[src/core/strap_cfg_pkg.sv]
// package for the reset strap configuration latch: pin positions, reset
// values, carrier types and the strap decode.
// assumes straps arrive on the shared peripheral address and write-enable pins.
package strap_cfg_pkg;

   localparam int ADDR_W = 25;
   localparam int STRAP_W = ADDR_W + 1;

   // pin positions inside {write enable, address}
   localparam int PIN_SLAVE_A5 = 16;
   localparam int PIN_SLAVE_A3 = 15;
   localparam int PIN_SLAVE_A2 = 14;
   localparam int PIN_SLAVE_A1 = 13;
   localparam int PIN_PULLUP = 17;
   localparam int PIN_NARROW = 18;
   localparam int PIN_SPEED_CAP = 19;
   localparam int PIN_HOT_INSERT = 21;
   localparam int PIN_FW_TIMER = 22;
   localparam int PIN_CTRL_ONLY = 23;
   localparam int PIN_LINKDOWN = 24;
   localparam int PIN_PLL_SRC = ADDR_W;

   // floating straps read high through the internal pull-ups
   localparam logic [STRAP_W-1:0] STRAP_IDLE = 26'h3FFFFFF;

   // slave address bits that no strap sets (6, 4, 0)
   localparam logic [6:0] SLAVE_ADDR_BASE = 7'h00;

   typedef struct packed {
      logic [6:0] slave_addr;
      logic bus_pullup_en;
      logic upper_pullup_en;
      logic bus_64bit;
      logic mode1_133_allowed;
      logic hot_insert_en;
      logic fw_timer_en;
      logic raid_enabled;
      logic pll_from_bus_clk;
      logic linkdown_full_reset;
   } strap_cfg_t;

   typedef struct packed {
      logic [ADDR_W-1:0] addr;
      logic write_enable_n;
      logic drive;
   } periph_pins_t;

   function automatic strap_cfg_t decode_straps(input logic [STRAP_W-1:0] s);
      strap_cfg_t c;
      c.slave_addr = SLAVE_ADDR_BASE;
      c.slave_addr[5] = s[PIN_SLAVE_A5];
      c.slave_addr[3] = s[PIN_SLAVE_A3];
      c.slave_addr[2] = s[PIN_SLAVE_A2];
      c.slave_addr[1] = s[PIN_SLAVE_A1];
      c.bus_pullup_en = ~s[PIN_PULLUP];
      c.bus_64bit = s[PIN_NARROW];
      c.upper_pullup_en = ~s[PIN_PULLUP] | ~s[PIN_NARROW];
      c.mode1_133_allowed = s[PIN_SPEED_CAP];
      c.hot_insert_en = ~s[PIN_HOT_INSERT];
      c.fw_timer_en = s[PIN_FW_TIMER];
      c.raid_enabled = s[PIN_CTRL_ONLY];
      c.pll_from_bus_clk = s[PIN_PLL_SRC];
      c.linkdown_full_reset = s[PIN_LINKDOWN];
      return c;
   endfunction

   localparam strap_cfg_t CFG_RESET = decode_straps(STRAP_IDLE);

endpackage

[src/core/reset_strap_config_latch.sv]
// reset strap configuration latch: samples the shared address and
// write-enable pins as the primary reset releases and holds the decode.
// assumes rst is the primary reset, held for at least three enabled edges,
// and that the pin wires carry a weak pull-up in the testbench.
`timescale 1ns/1ps
`default_nettype none

module reset_strap_config_latch (
   input wire logic ref_clk,
   input wire logic rst,
   input wire logic clk_en,
   input wire logic [strap_cfg_pkg::ADDR_W-1:0] periph_addr_in,
   input wire logic periph_write_enable_n_in,
   output logic [strap_cfg_pkg::ADDR_W-1:0] periph_addr_out,
   output logic periph_write_enable_n_out,
   output logic periph_pins_oe,
   input wire strap_cfg_pkg::periph_pins_t core_pins,
   input wire logic linkdown_event,
   output logic full_reset_req,
   output logic cfg_valid,
   output strap_cfg_pkg::strap_cfg_t cfg
);
   import strap_cfg_pkg::*;

   ////////////////////////////////////////////////////////////////////////
   // pin synchroniser
   // no reset here so the pins are already settled when rst drops
   logic [STRAP_W-1:0] pin_meta_r;
   logic [STRAP_W-1:0] pin_sync_r;

   always_ff @(posedge ref_clk) begin
      if (clk_en) begin
         pin_meta_r <= {periph_write_enable_n_in, periph_addr_in};
         pin_sync_r <= pin_meta_r;
      end
   end

   ////////////////////////////////////////////////////////////////////////
   // capture on release of reset
   logic captured_r;
   strap_cfg_t cfg_r;
   strap_cfg_t cfg_nxt;
   logic full_reset_req_r;
   wire capture_go = clk_en & ~rst & ~captured_r;

   ////////////////////////////////////////////////////////////////////////
   // strap decode, one named wire per configuration field
   // straps are active low where a zero turns a feature on
   logic [6:0] slave_addr_dec;
   logic bus_pullup_dec;
   logic narrow_dec;
   logic upper_pullup_dec;
   logic speed_full_dec;
   logic hot_insert_dec;
   logic fw_timer_dec;
   logic raid_dec;
   logic pll_bus_clk_dec;
   logic linkdown_reset_dec;

   // bits 6, 4 and 0 have no strap and stay at the fixed base
   assign slave_addr_dec = {SLAVE_ADDR_BASE[6], pin_sync_r[PIN_SLAVE_A5], SLAVE_ADDR_BASE[4],
      pin_sync_r[PIN_SLAVE_A3], pin_sync_r[PIN_SLAVE_A2], pin_sync_r[PIN_SLAVE_A1],
      SLAVE_ADDR_BASE[0]};
   assign bus_pullup_dec = ~pin_sync_r[PIN_PULLUP];
   assign narrow_dec = ~pin_sync_r[PIN_NARROW];
   // a narrow bus leaves its upper lanes open, so they keep pull-ups
   assign upper_pullup_dec = bus_pullup_dec | narrow_dec;
   assign speed_full_dec = pin_sync_r[PIN_SPEED_CAP];
   assign hot_insert_dec = ~pin_sync_r[PIN_HOT_INSERT];
   assign fw_timer_dec = pin_sync_r[PIN_FW_TIMER];
   assign raid_dec = pin_sync_r[PIN_CTRL_ONLY];
   assign pll_bus_clk_dec = pin_sync_r[PIN_PLL_SRC];
   assign linkdown_reset_dec = pin_sync_r[PIN_LINKDOWN];

   assign cfg_nxt = '{slave_addr: slave_addr_dec, bus_pullup_en: bus_pullup_dec,
      upper_pullup_en: upper_pullup_dec, bus_64bit: ~narrow_dec,
      mode1_133_allowed: speed_full_dec, hot_insert_en: hot_insert_dec,
      fw_timer_en: fw_timer_dec, raid_enabled: raid_dec,
      pll_from_bus_clk: pll_bus_clk_dec, linkdown_full_reset: linkdown_reset_dec};

   // reset waits for the enable too, so a frozen block keeps its state
   always_ff @(posedge ref_clk) begin
      if (clk_en && rst) begin
         captured_r <= 1'b0;
         cfg_r <= CFG_RESET;
      end else if (capture_go) begin
         captured_r <= 1'b1;
         cfg_r <= cfg_nxt;
      end
   end

   // link-down reset request, gated by the captured skip strap
   always_ff @(posedge ref_clk) begin
      if (clk_en) begin
         if (rst) begin
            full_reset_req_r <= 1'b0;
         end else begin
            full_reset_req_r <= linkdown_event & cfg_r.linkdown_full_reset;
         end
      end
   end

   ////////////////////////////////////////////////////////////////////////
   // shared pins go back to normal use only after capture
   // holding the drivers off until then keeps the straps readable
   wire pins_free = captured_r & core_pins.drive;

   assign periph_pins_oe = pins_free;
   assign periph_addr_out = core_pins.addr;
   assign periph_write_enable_n_out = core_pins.write_enable_n;
   assign cfg = cfg_r;
   assign cfg_valid = captured_r;
   assign full_reset_req = full_reset_req_r;
endmodule // reset_strap_config_latch

`default_nettype wire

[config.mk]
export PLATFORM = sky130hd
export DESIGN_NAME = reset_strap_config_latch
export DESIGN_NICKNAME = d
export VERILOG_FILES = /design/src/core/strap_cfg_pkg.sv /design/src/core/reset_strap_config_latch.sv
export SDC_FILE = /design/constraint.sdc
export NUM_CORES = 1
export LEC_CHECK = 0
export BUFFER_PORTS_ARGS = -buffer_cell sky130_fd_sc_hd__buf_4
export CAP_MARGIN = 5
export CORE_MARGIN = 1
export CORE_UTILIZATION = 40
export DETAILED_ROUTE_END_ITERATION = 10
export GPL_ROUTABILITY_DRIVEN = 0
export PLACE_DENSITY_LB_ADDON = 0.2
export SLEW_MARGIN = 20
export SYNTH_ARGS = -nofsm -noshare
export SYNTH_HDL_FRONTEND = slang
export SYNTH_SLANG_ARGS = --single-unit
[constraint.sdc]
create_clock -name ref_clk -period 1.7 [get_ports ref_clk]
set_input_delay 0 -clock ref_clk [delete_from_list [all_inputs] [get_ports ref_clk]]
set_output_delay 0 -clock ref_clk [all_outputs]
set_load 0.1 [all_outputs]
==> results.txt <==
----------------------------------------------------
[Worst hold path]
  Worst Hold Depth ... 0
  Worst Min Path Start ... core_pins[14]
  Hold WC Path Type ... in2out
  Hold path endpoint ... periph_addr_out[12]

[Cells and area]
  Count of filler cells inserted in the layout ... 292
  Final antenna diode count ... 0
  Fraction of layout cells with a size suffix above 1 ... 35.8%
  Design Area, Final ... 0.00171 sq mm
  Post-layout nets ... 176
  Area added between synthesis and finish ... 19.0%
  Post-layout utilization of the core ... 50.6%
  Commonest cells after routing, fill and taps aside ... buf_4 (33), edfxtp_1 (25), dfxtp_1 (14), dlygate4sd3_1 (14), o22a_1 (8)
  Most common cell after layout, fill and taps aside ... buf_4

[Routing]
  Number of nets with antenna violations after detailed routing ... 0
  DR iter-0 viols ... 10
  Via-per-instance ratio ... 4.58
  Routed vias ... 761
  Drt drc ... 0
  Wire length per cell after detailed routing ... 14.3 microns
  Drt pass-1 iters ... 4
  Routed WL ... 2370 microns

[Global route]
  Number of antenna violations at the first check in global routing ... 0
  Maximum number of pins on one net before global-route repair ... 29
  GR Util All Layers ... 13.9%
  Sum of overflow across all layers after global routing ... 0
  Vias in the first global route ... 736
  Wire length of the first global-routing pass ... 3470 microns

[STA]
  Worst hold slack across all endpoints ... 0.0000323 ns
  Number of setup violations in the final report ... 0
  RSZ-0062 raised after global routing ... false
  Final clock period utilization by the worst path ... 72.8%
  Number of hold-slack violations in the final timing report ... 0
  Maximum clock rate ... 0.808 GHz
  Final critical-path required period ... 1.24 ns
  Max Slew Vio Count ... 0
  Setup TNS Final ... 0 ns
  Final Skew ... 0.00416 ns

[Die]
  Rows ... 21
  Die Area ... 0.00384 sq mm
  Chip width ... 62 microns
  Area inside the core boundary ... 0.00339 sq mm
  Initial core utilization ... 42.5%
  Total I/O pin count ... 102
  Die height ... 62 microns

[Setup path]
  Critical path buffers and inverters ... 1
  Kind of critical path ... reg2out
  Cells on worst reg2reg path ... 2
  Type of element capturing the critical path ... output pin
  Endpoint required time on the critical path ... 1.70 ns
  Worst r2r src ... cfg_valid$_SDFFE_PP0P_
  Slowest stage delay, CP ... 0.44 ns
  Critical path's top delay family ... flip-flops
  Kind of start point of the critical path ... flip-flop
  Slowest cell on crit path ... dfxtp_1
  Critical R2R Capture ... cfg[14]$_SDFFE_PP1P_
  Slack of the worst reg-to-reg path ... 0.47 ns
  CP arrival ... 1.24 ns
  Maximum fanout encountered on the critical timing path ... 6
  Cell breakdown of the critical path ... and2_2 > buf_4

[CTS]
  TritonCTS Buffers ... 5
  Count of H-tree levels built during CTS ... 2
  Max Buffers Root-to-Sink ... 2
  Clk sinks ... 39
  Number of gates resized after cts ... 0
  CTS tree ... yes
  Clock transition at the registers of the reported paths ... 0.10 ns
  Later-pin clock latency in the skew report ... 0.33 ns
  Buffer type at the clock tree root ... clkbuf_4

[Placement]
  Cell area after placement ... 0.00153 sq mm
  Count of buffers inserted at the top-level ports ... 32
  Detail Placement HPWL ... 1540 microns

[Synth]
  Synthesized area divided by synthesized cell count ... 15.5 sq um
  Share of synthesized area spent on multiplexers ... 0%
  Portion of the post-synthesis area used by sequential elements ... 71.6%
  Dominant cell type by area after synthesis ... edfxtp_1
  Cell variety after synth ... 17
  Compound-cell area share of the yosys netlist ... 9.82%
  Area fraction in and, or, nand and nor cells after synthesis ... 1.91%
  Warnings, synthesis ... 0
  Count of mapped cells out of synthesis ... 93
  Top area cells in the synthesized netlist ... edfxtp_1 (52%), dfxtp_1 (19%), buf_4 (15%), o22a_1 (4.9%), o22a_2 (1.4%)
  Post-synthesis xor/xnor area fraction ... 0%
  Flop and latch count out of synthesis ... 39
  Share of the synthesized area in the top cell type ... 52.1%
  Post-synthesis instance area ... 0.00144 sq mm
  Combinational family with the most area after synthesis ... buffers and inverters
  Adder-Cell Fraction of Synth Area ... 0%

[Pwr]
  Power density cells ... 1180 mW/mm^2
  Leak ... 0.000673 uW
  Total power ... 2030 uW
  Peak VDD IR ... 0.000585 V

[Flow run]
  Maximum capacitance violations ... 0

[Status]
  Status ... finished, final reports clean

----------------------------------------------------
==> synthesized netlist by cell type, drive strengths merged <==
library cell / instances
o2bb2ai: 2
and2: 1
a21o: 1
dfxtp: 14
buf: 30
edfxtp: 25
a21boi: 1
a21oi: 2
o22a: 10
o21ai: 1
inv: 2
nor2: 1
or3b: 1
and3: 1
conb: 1
==> stage by stage <==
| stage | worst slack, ns | instances |
|---|---|---|
| 6_report | 0.462 | 166 |
| 3_5_place_dp | 0.481 | 144 |
| 3_3_place_gp | 0.487 | 144 |
| 2_1_floorplan | 0.0383 | 95 |
| 4_1_cts | 0.428 | 166 |
| 5_1_grt | 0.359 | 166 |
==> registers in the layout, summed over array words and instances, names as in the netlist <==
| name | cells |
|---|---|
| cfg_valid | 1 |
| full_reset_req | 1 |
| pin_sync_r | 12 |
| pin_meta_r | 12 |
| cfg | 13 |
==> worst max path at each step <==
| stage | startpoint | endpoint | cells after the start |
|---|---|---|---|
| after floorplan | cfg_valid$_SDFFE_PP0P_ | cfg[10]$_SDFFE_PP1P_ | 3 |
| after global placement | cfg_valid$_SDFFE_PP0P_ | cfg[14]$_SDFFE_PP1P_ | 2 |
| after detailed placement | cfg_valid$_SDFFE_PP0P_ | cfg[0]$_SDFFE_PP1P_ | 2 |
| after CTS | cfg_valid$_SDFFE_PP0P_ | periph_pins_oe | 2 |
| after global routing | cfg_valid$_SDFFE_PP0P_ | periph_pins_oe | 2 |
| final | cfg_valid$_SDFFE_PP0P_ | periph_pins_oe | 2 |
==> report_power, final <==
group / total (uW) / internal (uW) / switching (uW)
clock: 435 / 165 / 270
sequential: 1130 / 1090 / 34.7
combinational: 465 / 117 / 348
total: 2030 / 1370 / 653
==> routing by layer <==
metal / GRT usage (%) / wire, microns / vias up
li1: - / - / 354
met1: 15.1 / 872 / 359
met2: 22.5 / 1250 / 40
met3: 4.35 / 212 / 8
met4: 11.1 / 42 / 0
met5: 0 / 0 / -
==> timing repair <==
item	CTS	global route
hold endpoints to repair	14	0
buffers inserted	0	0
hold buffers	14	0
==> cell families after synthesis <==
| group | count (synthesis) |
|---|---|
| AOI/OAI and AO/OA | 17 |
| buffers and inverters | 32 |
| DFF | 39 |
| other | 1 |
| and+or+nand+nor | 4 |
==> layout make-up <==
| cell class | count | area (sq um) | area share, % |
|---|---|---|---|
| sequential | 39 | 1030 | 60.1 |
| timing repair buffer | 47 | 388 | 22.6 |
| multi-input combinational | 24 | 181 | 10.6 |
| tap | 46 | 57.6 | 3.36 |
| clock buffer | 8 | 48.8 | 2.85 |
| inverter | 2 | 7.51 | 0.438 |
(Power assumes the default switching activity.)
